### config.mk
export PLATFORM = sky130hd
export DESIGN_NAME = rtcc_ctrl
export DESIGN_NICKNAME = d
export VERILOG_FILES = /design/src/rtl/rtcc_ctrl.v /design/src/rtl/rtcc_sync.v
export VERILOG_INCLUDE_DIRS = /design/src /design/src/rtl
export SDC_FILE = /design/constraint.sdc
export NUM_CORES = 1
export LEC_CHECK = 0
export BUFFER_PORTS_ARGS = -buffer_cell sky130_fd_sc_hd__buf_2
export CAP_MARGIN = 10
export CORE_MARGIN = 8
export CORE_UTILIZATION = 45
export DETAILED_ROUTE_END_ITERATION = 16
export PLACE_DENSITY = 0.73
export SYNTH_ARGS = -nofsm -noshare
export SYNTH_HDL_FRONTEND = slang
export SYNTH_SLANG_ARGS = --single-unit
export TNS_END_PERCENT = 30
### constraint.sdc
create_clock -name i_clock -period 27.4 [get_ports i_clock]
set_input_delay 2.74 -clock i_clock [delete_from_list [all_inputs] [get_ports i_clock]]
set_output_delay 2.74 -clock i_clock [all_outputs]
set_load 0.01 [all_outputs]
### src/rtl/rtcc_defs.vh
`ifndef RTCC_DEFS_VH
`define RTCC_DEFS_VH

// register offsets
`define RTCC_ADDR_INTCTL    8'h08
`define RTCC_ADDR_INITRIM   8'h0B
`define RTCC_ADDR_CURVE     8'h0C
`define RTCC_ADDR_COMPCTL   8'h0D

// compensation control fields
`define RTCC_TSE_BIT        7
`define RTCC_BATSEL_HI      6
`define RTCC_BATSEL_LO      5
`define RTCC_STEP_MSB       4

// interrupt / frequency control fields
`define RTCC_FOUT_EN_BIT    7
`define RTCC_FSEL_MSB       2

// initial trim fields: digital on top, analog below
`define RTCC_IAT_MSB        5
`define RTCC_IDT_LSB        6

// reset values before the power-up recall
`define RTCC_INTCTL_RST     8'h00
`define RTCC_REG_RST        8'h00

// oscillator divider: bit 14 of a 15-bit count of 32 kHz edges toggles at 1 Hz
`define RTCC_OSC_HZ         32768
`define RTCC_DIV_W          15
`define RTCC_ONE_HZ_BIT     14

// compensation intervals in seconds
`define RTCC_SEC_W          10
`define RTCC_MAIN_PERIOD_S  10'h03C
`define RTCC_BAT1_PERIOD_S  10'h03C
`define RTCC_BAT2_PERIOD_S  10'h12C
`define RTCC_BAT3_PERIOD_S  10'h258

// serial address, value arbitrary
`define RTCC_DEV_ADDR       7'h52
// turnover temperature code
`define RTCC_T0_CODE        10'h0FA

`endif

### src/rtl/rtcc_ctrl.v
// Notes on behaviour
// - frequency output drives the shared pin when enabled in register 08h
// - a 1 Hz choice exists among frequency output settings
// - compensation is off after power-up until the host enables it
// - factory step trim loads into low five bits of 0Dh at power-up
// - bit 7 of 0Dh enables sensing; on main supply correct every 60 s
// - bits 5 and 6 of 0Dh pick battery-mode compensation behaviour
// - a 0Dh write with enable set starts a compensation cycle at once, or after the one in progress ends; writes during one cycle queue only one more
// - final trims load the factory initial trim at power-up, then only on the first reading or when temperature differs from previous reading
// - higher analog trim means more capacitance and lower frequency
// - new reading every 60 s on supply, up to ten minutes on battery
`include "rtcc_defs.vh"
`default_nettype none

module rtcc_ctrl (
   input  wire       i_clock,
   input  wire       i_reset_n,
   input  wire       i_scl,
   input  wire       i_sda,
   output reg        o_sda_out,
   output reg        o_sda_oe,
   input  wire       i_osc_32k,
   input  wire       i_battery_mode,
   input  wire [4:0] i_factory_step_trim,
   input  wire [7:0] i_factory_initial_trim,
   input  wire [7:0] i_factory_curvature,
   input  wire       i_temp_valid,
   input  wire [9:0] i_temp_code,
   output reg        o_conv_start,
   output reg  [5:0] o_final_analog_trim,
   output reg  [2:0] o_final_digital_trim,
   output reg        o_irq_or_freq_out_pin_out,
   output reg        o_irq_or_freq_out_pin_oe
);
   localparam [6:0] S_IDLE = 7'h01;
   localparam [6:0] S_ADDR = 7'h02;
   localparam [6:0] S_AACK = 7'h04;
   localparam [6:0] S_WR   = 7'h08;
   localparam [6:0] S_WACK = 7'h10;
   localparam [6:0] S_RD   = 7'h20;
   localparam [6:0] S_MACK = 7'h40;
   localparam [2:0] C_IDLE = 3'h1;
   localparam [2:0] C_CONV = 3'h2;
   localparam [2:0] C_CALC = 3'h4;

   wire       scl_s, sda_s, osc_s, bat_s;
   reg        scl_p_q, sda_p_q, osc_p_q;
   rtcc_sync #(.WIDTH(4)) u_sync (
      .i_clock   (i_clock),
      .i_reset_n (i_reset_n),
      .i_async   ({i_scl, i_sda, i_osc_32k, i_battery_mode}),
      .o_sync    ({scl_s, sda_s, osc_s, bat_s})
   );
   wire scl_rise = scl_s & ~scl_p_q;
   wire scl_fall = ~scl_s & scl_p_q;
   wire i2c_start = scl_s & scl_p_q & sda_p_q & ~sda_s;
   wire i2c_stop  = scl_s & scl_p_q & ~sda_p_q & sda_s;
   wire osc_rise  = osc_s & ~osc_p_q;
   reg  [7:0] intctl_q;
   reg  [7:0] initrim_q;
   reg  [7:0] curve_q;
   reg  [7:0] compctl_q;
   reg        recall_q;
   reg  [6:0] st_q;
   reg  [3:0] bit_q;
   reg  [7:0] shift_q;
   reg  [7:0] ptr_q;
   reg        ptr_phase_q;
   reg        rw_q;
   reg        nack_q;
   reg        wr_tse_q;
   reg  [`RTCC_DIV_W-1:0]  div_q;
   reg  [`RTCC_SEC_W-1:0]  sec_q;
   reg  [`RTCC_SEC_W-1:0]  period;
   reg                     periodic_on;
   reg  [2:0]              cst_q;
   reg                     pend_q;
   reg  [9:0]              temp_q;
   reg  [9:0]              prev_q;
   reg                     have_prev_q;
   // read decode, also used when a read pointer walks
   function [7:0] rd_byte;
      input [7:0] addr;
      begin
         case (addr)
            `RTCC_ADDR_INTCTL:  rd_byte = intctl_q;
            `RTCC_ADDR_INITRIM: rd_byte = initrim_q;
            `RTCC_ADDR_CURVE:   rd_byte = curve_q;
            `RTCC_ADDR_COMPCTL: rd_byte = compctl_q;
            default:            rd_byte = 8'h00;
         endcase
      end
   endfunction

   wire write_now = (st_q == S_WR) && scl_fall && (bit_q == 4'h8) && !ptr_phase_q;
   wire [7:0] rd_now = rd_byte(ptr_q);
   // serial slave
   always @(posedge i_clock or negedge i_reset_n) begin
      if (!i_reset_n) begin
         scl_p_q     <= 1'b1;
         sda_p_q     <= 1'b1;
         st_q        <= S_IDLE;
         bit_q       <= 4'h0;
         shift_q     <= 8'h00;
         ptr_q       <= 8'h00;
         ptr_phase_q <= 1'b0;
         rw_q        <= 1'b0;
         nack_q      <= 1'b0;
         o_sda_oe    <= 1'b0;
         o_sda_out   <= 1'b0;
      end else begin
         scl_p_q   <= scl_s;
         sda_p_q   <= sda_s;
         o_sda_out <= 1'b0;
         if (i2c_start) begin
            st_q        <= S_ADDR;
            bit_q       <= 4'h0;
            ptr_phase_q <= 1'b1;
            o_sda_oe    <= 1'b0;
         end else if (i2c_stop) begin
            st_q     <= S_IDLE;
            o_sda_oe <= 1'b0;
         end else begin
            case (st_q)
               S_IDLE: o_sda_oe <= 1'b0;
               S_ADDR, S_WR: begin
                  if (scl_rise) begin
                     shift_q <= {shift_q[6:0], sda_s};
                     bit_q   <= bit_q + 4'h1;
                  end else if (scl_fall && bit_q == 4'h8) begin
                     if (st_q == S_ADDR) begin
                        if (shift_q[7:1] == `RTCC_DEV_ADDR) begin
                           rw_q     <= shift_q[0];
                           o_sda_oe <= 1'b1;
                           st_q     <= S_AACK;
                        end else begin
                           st_q <= S_IDLE;
                        end
                     end else begin
                        ptr_q       <= ptr_phase_q ? shift_q : ptr_q + 8'h01;
                        ptr_phase_q <= 1'b0;
                        o_sda_oe <= 1'b1;
                        st_q     <= S_WACK;
                     end
                  end
               end
               S_AACK, S_WACK: begin
                  if (scl_fall) begin
                     bit_q <= 4'h0;
                     if (st_q == S_AACK && rw_q) begin
                        shift_q  <= rd_now;
                        ptr_q    <= ptr_q + 8'h01;
                        o_sda_oe <= ~rd_now[7];
                        st_q     <= S_RD;
                     end else begin
                        o_sda_oe <= 1'b0;
                        st_q     <= S_WR;
                     end
                  end
               end
               S_RD: begin
                  if (scl_fall) begin
                     bit_q <= bit_q + 4'h1;
                     if (bit_q == 4'h7) begin
                        o_sda_oe <= 1'b0;
                        st_q     <= S_MACK;
                     end else begin
                        shift_q  <= {shift_q[6:0], 1'b0};
                        o_sda_oe <= ~shift_q[6];
                     end
                  end
               end
               S_MACK: begin
                  if (scl_rise) begin
                     nack_q <= sda_s;
                  end else if (scl_fall) begin
                     if (nack_q) begin
                        st_q <= S_IDLE;
                     end else begin
                        bit_q    <= 4'h0;
                        shift_q  <= rd_now;
                        ptr_q    <= ptr_q + 8'h01;
                        o_sda_oe <= ~rd_now[7];
                        st_q     <= S_RD;
                     end
                  end
               end
               default: begin
                  st_q     <= S_IDLE;
                  o_sda_oe <= 1'b0;
               end
            endcase
         end
      end
   end
   // register file with power-up recall
   always @(posedge i_clock or negedge i_reset_n) begin
      if (!i_reset_n) begin
         recall_q  <= 1'b1;
         intctl_q  <= `RTCC_INTCTL_RST;
         initrim_q <= `RTCC_REG_RST;
         curve_q   <= `RTCC_REG_RST;
         compctl_q <= `RTCC_REG_RST;
         wr_tse_q  <= 1'b0;
      end else begin
         recall_q <= 1'b0;
         wr_tse_q <= 1'b0;
         if (recall_q) begin
            compctl_q <= {3'b000, i_factory_step_trim};
            initrim_q <= i_factory_initial_trim;
            curve_q   <= i_factory_curvature;
         end else if (write_now) begin
            case (ptr_q)
               `RTCC_ADDR_INTCTL:  intctl_q  <= shift_q;
               `RTCC_ADDR_INITRIM: initrim_q <= shift_q;
               `RTCC_ADDR_CURVE:   curve_q   <= shift_q;
               `RTCC_ADDR_COMPCTL: begin
                  compctl_q <= shift_q;
                  wr_tse_q  <= shift_q[`RTCC_TSE_BIT];
               end
               default: ;
            endcase
         end
      end
   end
   // interval selection
   always @* begin
      period      = `RTCC_MAIN_PERIOD_S;
      periodic_on = compctl_q[`RTCC_TSE_BIT];
      if (bat_s) begin
         case (compctl_q[`RTCC_BATSEL_HI:`RTCC_BATSEL_LO])
            2'b01:   period = `RTCC_BAT1_PERIOD_S;
            2'b10:   period = `RTCC_BAT2_PERIOD_S;
            2'b11:   period = `RTCC_BAT3_PERIOD_S;
            default: periodic_on = 1'b0;
         endcase
      end
   end
   wire sec_tick = osc_rise && (div_q == {`RTCC_DIV_W{1'b1}});
   wire periodic_go = sec_tick && periodic_on && (sec_q + 10'h001 >= period);
   // trim arithmetic
   reg [9:0]  diff;
   reg [19:0] sq;
   reg [27:0] prod;
   reg [12:0] scaled;
   reg [8:0]  step;
   reg [8:0]  base;
   reg [8:0]  trim_res;
   always @* begin
      diff     = (temp_q >= `RTCC_T0_CODE) ? temp_q - `RTCC_T0_CODE
                                           : `RTCC_T0_CODE - temp_q;
      sq       = diff * diff;
      prod     = sq * curve_q;
      scaled   = prod[27:20] * compctl_q[`RTCC_STEP_MSB:0];
      step     = scaled[12:4];
      base     = {1'b0, initrim_q};
      trim_res = (base >= step) ? base - step : 9'h000;
   end
   // divider, seconds and compensation sequencer
   always @(posedge i_clock or negedge i_reset_n) begin
      if (!i_reset_n) begin
         osc_p_q              <= 1'b0;
         div_q                <= {`RTCC_DIV_W{1'b0}};
         sec_q                <= {`RTCC_SEC_W{1'b0}};
         cst_q                <= C_IDLE;
         pend_q               <= 1'b0;
         temp_q               <= 10'h000;
         prev_q               <= 10'h000;
         have_prev_q          <= 1'b0;
         o_conv_start         <= 1'b0;
         o_final_analog_trim  <= 6'h00;
         o_final_digital_trim <= 3'h0;
      end else begin
         osc_p_q      <= osc_s;
         o_conv_start <= 1'b0;
         if (osc_rise) div_q <= div_q + 1'b1;
         if (wr_tse_q || periodic_go) begin
            sec_q <= {`RTCC_SEC_W{1'b0}};
         end else if (sec_tick) begin
            sec_q <= sec_q + 10'h001;
         end
         if (recall_q) begin
            o_final_analog_trim  <= i_factory_initial_trim[`RTCC_IAT_MSB:0];
            o_final_digital_trim <= {1'b0, i_factory_initial_trim[7:`RTCC_IDT_LSB]};
         end
         if ((wr_tse_q || periodic_go) && cst_q != C_IDLE) pend_q <= 1'b1;
         case (cst_q)
            C_IDLE: begin
               if (wr_tse_q || periodic_go || pend_q) begin
                  o_conv_start <= 1'b1;
                  pend_q       <= 1'b0;
                  cst_q        <= C_CONV;
               end
            end
            C_CONV: begin
               if (i_temp_valid) begin
                  temp_q <= i_temp_code;
                  cst_q  <= C_CALC;
               end
            end
            C_CALC: begin
               if (!have_prev_q || temp_q != prev_q) begin
                  o_final_analog_trim  <= trim_res[5:0];
                  o_final_digital_trim <= trim_res[8:6];
               end
               prev_q      <= temp_q;
               have_prev_q <= 1'b1;
               cst_q       <= C_IDLE;
            end
            default: cst_q <= C_IDLE;
         endcase
      end
   end
   // frequency output on open-drain pin
   wire [2:0] fsel = intctl_q[`RTCC_FSEL_MSB:0];
   wire       fout_bit = div_q[`RTCC_ONE_HZ_BIT - fsel];
   always @(posedge i_clock or negedge i_reset_n) begin
      if (!i_reset_n) begin
         o_irq_or_freq_out_pin_out <= 1'b0;
         o_irq_or_freq_out_pin_oe  <= 1'b0;
      end else begin
         o_irq_or_freq_out_pin_out <= 1'b0;
         o_irq_or_freq_out_pin_oe  <= intctl_q[`RTCC_FOUT_EN_BIT] & ~fout_bit;
      end
   end
endmodule // rtcc_ctrl

`default_nettype wire

### src/rtl/rtcc_sync.v
`default_nettype none

module rtcc_sync #(
   parameter WIDTH = 1
) (
   input  wire             i_clock,
   input  wire             i_reset_n,
   input  wire [WIDTH-1:0] i_async,
   output reg  [WIDTH-1:0] o_sync
);

   reg [WIDTH-1:0] meta_q;

   always @(posedge i_clock or negedge i_reset_n) begin
      if (!i_reset_n) begin
         meta_q <= {WIDTH{1'b0}};
         o_sync <= {WIDTH{1'b0}};
      end else begin
         meta_q <= i_async;
         o_sync <= meta_q;
      end
   end

endmodule // rtcc_sync

`default_nettype wire

==> qor.yml <==
netlist-cell-type-count: 90
die_y_um: 204
first_iter_violations: 758
placedCellCount: 2229
crit_type: "reg -> reg"
core_mm2: 0.0352
setup_tns_ns: 0
postRouteAntennaNets: 0
ys_async_sr_fraction_pct: 100
rows: 69
dieArea_mm2: 0.0418
cts_setup_buffers: 0
track_usage_pct: 18.3
cpMostUsedCell: "fa_1"
finalHoldViolations: 0
postSynthRegisterBits: 137
ys_seq_area_share_pct: 21.5
path_max_fanout: 17
min-delay-start: "u_sync.meta_q[1]$_DFF_PN0_"
finalCriticalPeriod_ns: 17.41
cts_tree: "done"
fillers: 3294
rr_endpoint: "o_final_digital_trim[2]$_DFF_PN0_"
syn_avg_cell_area_um2: 9.00
clk_pin_slew_worst_paths_ns: 0.06
finClkSkew_ns: 0.0105
setup.worst_path.end_class: "flop"
cp.required_ns: 27.74
cap_violations: 0
holdPathEnd: "u_sync.o_sync[1]$_DFF_PN0_"
grt_pass1_wl_um: 64000
tightest_slew_ns: 1.14
status: "finished, final reports clean"
place.gp.congestion: 0.921
diodes: 0
areaGrowthSynthToFinish_pct: 7.17
drt-total-wl_um: 36700
start_util_pct: 45.4
grt_start_max_net_pins: 83
nets: 2131
cts_made_buffers: 17
die_w_um: 204
dp_hpwl_um: 28900
critPathMaxStageDelay_ns: 0.64
synth_area_mm2: 0.0160
grt_pass1_vias: 12956
reg2reg_slack_ns: 9.99
hold_class: "reg -> reg"
drcViolationCount: 0
syn_inst: 1775
cts.path.max_buffers: 2
rsz0062_at_grt: "false"
clock_latency_ns: 0.43
firstDrtPassIters: 8
cts_hold_buf: 0
wl_per_cell_um: 16.3
worstPathArrival_ns: 17.75
finalCritPeriodShare_pct: 63.5
grt_overflow: 0
slowest_stage: "xnor2_1"
r2r-start: "temp_q[0]$_DFFE_PN0P_"
vias: 12277
antenna_found_initial: 0
synth_ff_type: "dfrtp_1"
cts.sinks: 137
synth_edf_count: 0
io_buffers: 49
drv_slew: 0
clock-root-buffer: "clkbuf_16"
final_cells: 2260
drive_gt1_share_pct: 8.73
critPathLaunchType: "flop"
htreeDepth: 4
holdWs_ns: 0.353
num_io_pins: 52
vias_per_cell: 5.43
relSlewSlack_pct: 22.8
rr_worst_depth: 61
yosysWarnings: 0
setup-violations-final: 0
cts_resized: 0
hold_path_depth: 0
max_freq_mhz: 57.4
worst max-delay path: cells and delay by family, from the launching register on:
kind / cells / cell delay, ns
AO/OA/AOI/OAI: 20 / 5.03
XOR/XNOR: 3 / 1.30
adder cells (fa/ha/maj): 17 / 7.62
buffers and inverters: 10 / 1.25
flip-flops: 1 / 0.45
AND/OR/NAND/NOR: 11 / 1.67
per-layer routing:
layer / wire (um) / up-vias / share of wire (%) / GRT usage [%]
li1: - / 5837 / - / -
met1: 15900 / 6133 / 43 / 23.3
met2: 18800 / 269 / 51 / 32.7
met3: 1640 / 38 / 4.5 / 2.82
met4: 421 / 0 / 1.1 / 3.73
met5: 0 / - / 0 / 0
through the flow:
step	setup WS [ns]	utilization, %	area [um2]
3_5_place_dp	10.16	47.1	16600
2_1_floorplan	12.10	-	16000
3_3_place_gp	10.47	47.1	16600
6_report	9.99	48.6	17100
4_1_cts	10.10	48.6	17100
5_1_grt	9.04	48.6	17100
cell usage in the layout (no fill, tap or decap), types with 6 or more instances in the layout:
cell       netlist  final
a211oi_1         7      7
a21o_1          20     20
a21oi_1         61     61
a22oi_1         17     17
a31oi_1         10     10
and2_1         103    103
and3_1          19     19
buf_2            6     48
buf_4            4      9
clkbuf_16        0     17
dfrtp_1        132    132
fa_1           165    165
ha_1           141    141
inv_1          266    266
mux2_2          33     33
mux2i_1         36     36
nand2_1        168    168
nand2b_1        11     11
nand3_1         23     23
nand3b_1         8      8
nand4_1         15     15
nand4b_1         6      6
nor2_1         133    133
nor2b_1         12     12
nor3_1          16     16
nor3b_1          9      9
o21a_1          12     12
o21ai_0         80     80
o21ai_1         11     11
o31ai_1         12     12
or2_2            8      8
or3_1            6      6
xnor2_1         52     52
xor2_1          28     28
how the worst max path moves through the flow:
| stage | startpoint | to | slack [ns] | cells after the start |
|---|---|---|---|---|
| 5_1_grt | temp_q[0]$_DFFE_PN0P_ | o_final_digital_trim[2]$_DFF_PN0_ | 9.04 | 61 |
| 6_report | temp_q[0]$_DFFE_PN0P_ | o_final_digital_trim[2]$_DFF_PN0_ | 9.99 | 61 |
| 3_5_place_dp | temp_q[0]$_DFFE_PN0P_ | o_final_digital_trim[2]$_DFF_PN0_ | 10.16 | 61 |
| 2_1_floorplan | temp_q[0]$_DFFE_PN0P_ | o_final_digital_trim[2]$_DFF_PN0_ | 12.10 | 62 |
| 3_3_place_gp | temp_q[0]$_DFFE_PN0P_ | o_final_digital_trim[2]$_DFF_PN0_ | 10.47 | 61 |
| 4_1_cts | temp_q[0]$_DFFE_PN0P_ | o_final_digital_trim[2]$_DFF_PN0_ | 10.10 | 61 |
cell type report:
type / count / area, um2 / share of cell area, %
clock buffers: 19 / 443 / 2.59
clock inverters: 12 / 90.1 / 0.526
inverters: 267 / 1000 / 5.85
repair buffers: 58 / 319 / 1.86
flip-flops and latches: 137 / 3430 / 20.1
well taps: 461 / 577 / 3.37
multi-input cells: 1306 / 11300 / 65.7
cells in the mapped netlist (all sizes together) (6+ instances only):
| cell type | n | area share (%) |
|---|---|---|
| nand2 | 168 | 3.9 |
| ha | 141 | 11 |
| mux2 | 33 | 2.3 |
| nand4b | 6 | 0.33 |
| nor2b | 12 | 0.47 |
| nand4 | 15 | 0.59 |
| nand3 | 23 | 0.72 |
| a22oi | 17 | 0.80 |
| nor2 | 134 | 3.2 |
| a21oi | 61 | 1.9 |
| fa | 165 | 21 |
| nand2b | 11 | 0.43 |
| mux2i | 36 | 2.3 |
| o21ai | 92 | 2.9 |
| a21o | 20 | 0.94 |
| o31ai | 12 | 0.56 |
| nor3 | 17 | 0.60 |
| a211oi | 7 | 0.33 |
| buf | 15 | 0.54 |
| xor2 | 29 | 1.6 |
| nand3b | 8 | 0.38 |
| clkbuf | 51 | 1.2 |
| or3 | 6 | 0.23 |
| and2 | 104 | 4.1 |
| dfrtp | 132 | 21 |
| a31oi | 10 | 0.39 |
| o21a | 12 | 0.56 |
| xnor2 | 53 | 3.0 |
| inv | 266 | 6.3 |
| and3 | 19 | 0.74 |
| or2 | 8 | 0.31 |
| nor3b | 9 | 0.42 |
cells by family (layout without fill, tap and decap cells):
| kind of cell | after synthesis | after routing | share of synthesized area, % |
|---|---|---|---|
| flip-flops | 137 | 137 | 21.5 |
| adder cells (fa/ha/maj) | 306 | 306 | 31.7 |
| buffers and inverters | 334 | 356 | 8.09 |
| XOR/XNOR | 82 | 82 | 4.59 |
| AND/OR/NAND/NOR | 561 | 561 | 17.7 |
| multiplexers | 71 | 71 | 4.86 |
| other | 1 | 3 | 0.0235 |
| AO/OA/AOI/OAI | 283 | 283 | 11.5 |
state kept, by name, indices dropped and copies added, names as in the netlist, 8 cells and up:
signal and count:
shift_q 8, intctl_q 8, div_q 15, temp_q 10, compctl_q 8, ptr_q 8, sec_q 10, initrim_q 8
prev_q 10, curve_q 8
Power is left out: the tool's default activity adds up to more than one toggle a clock period on the data nets, which glitch-free logic cannot reach.
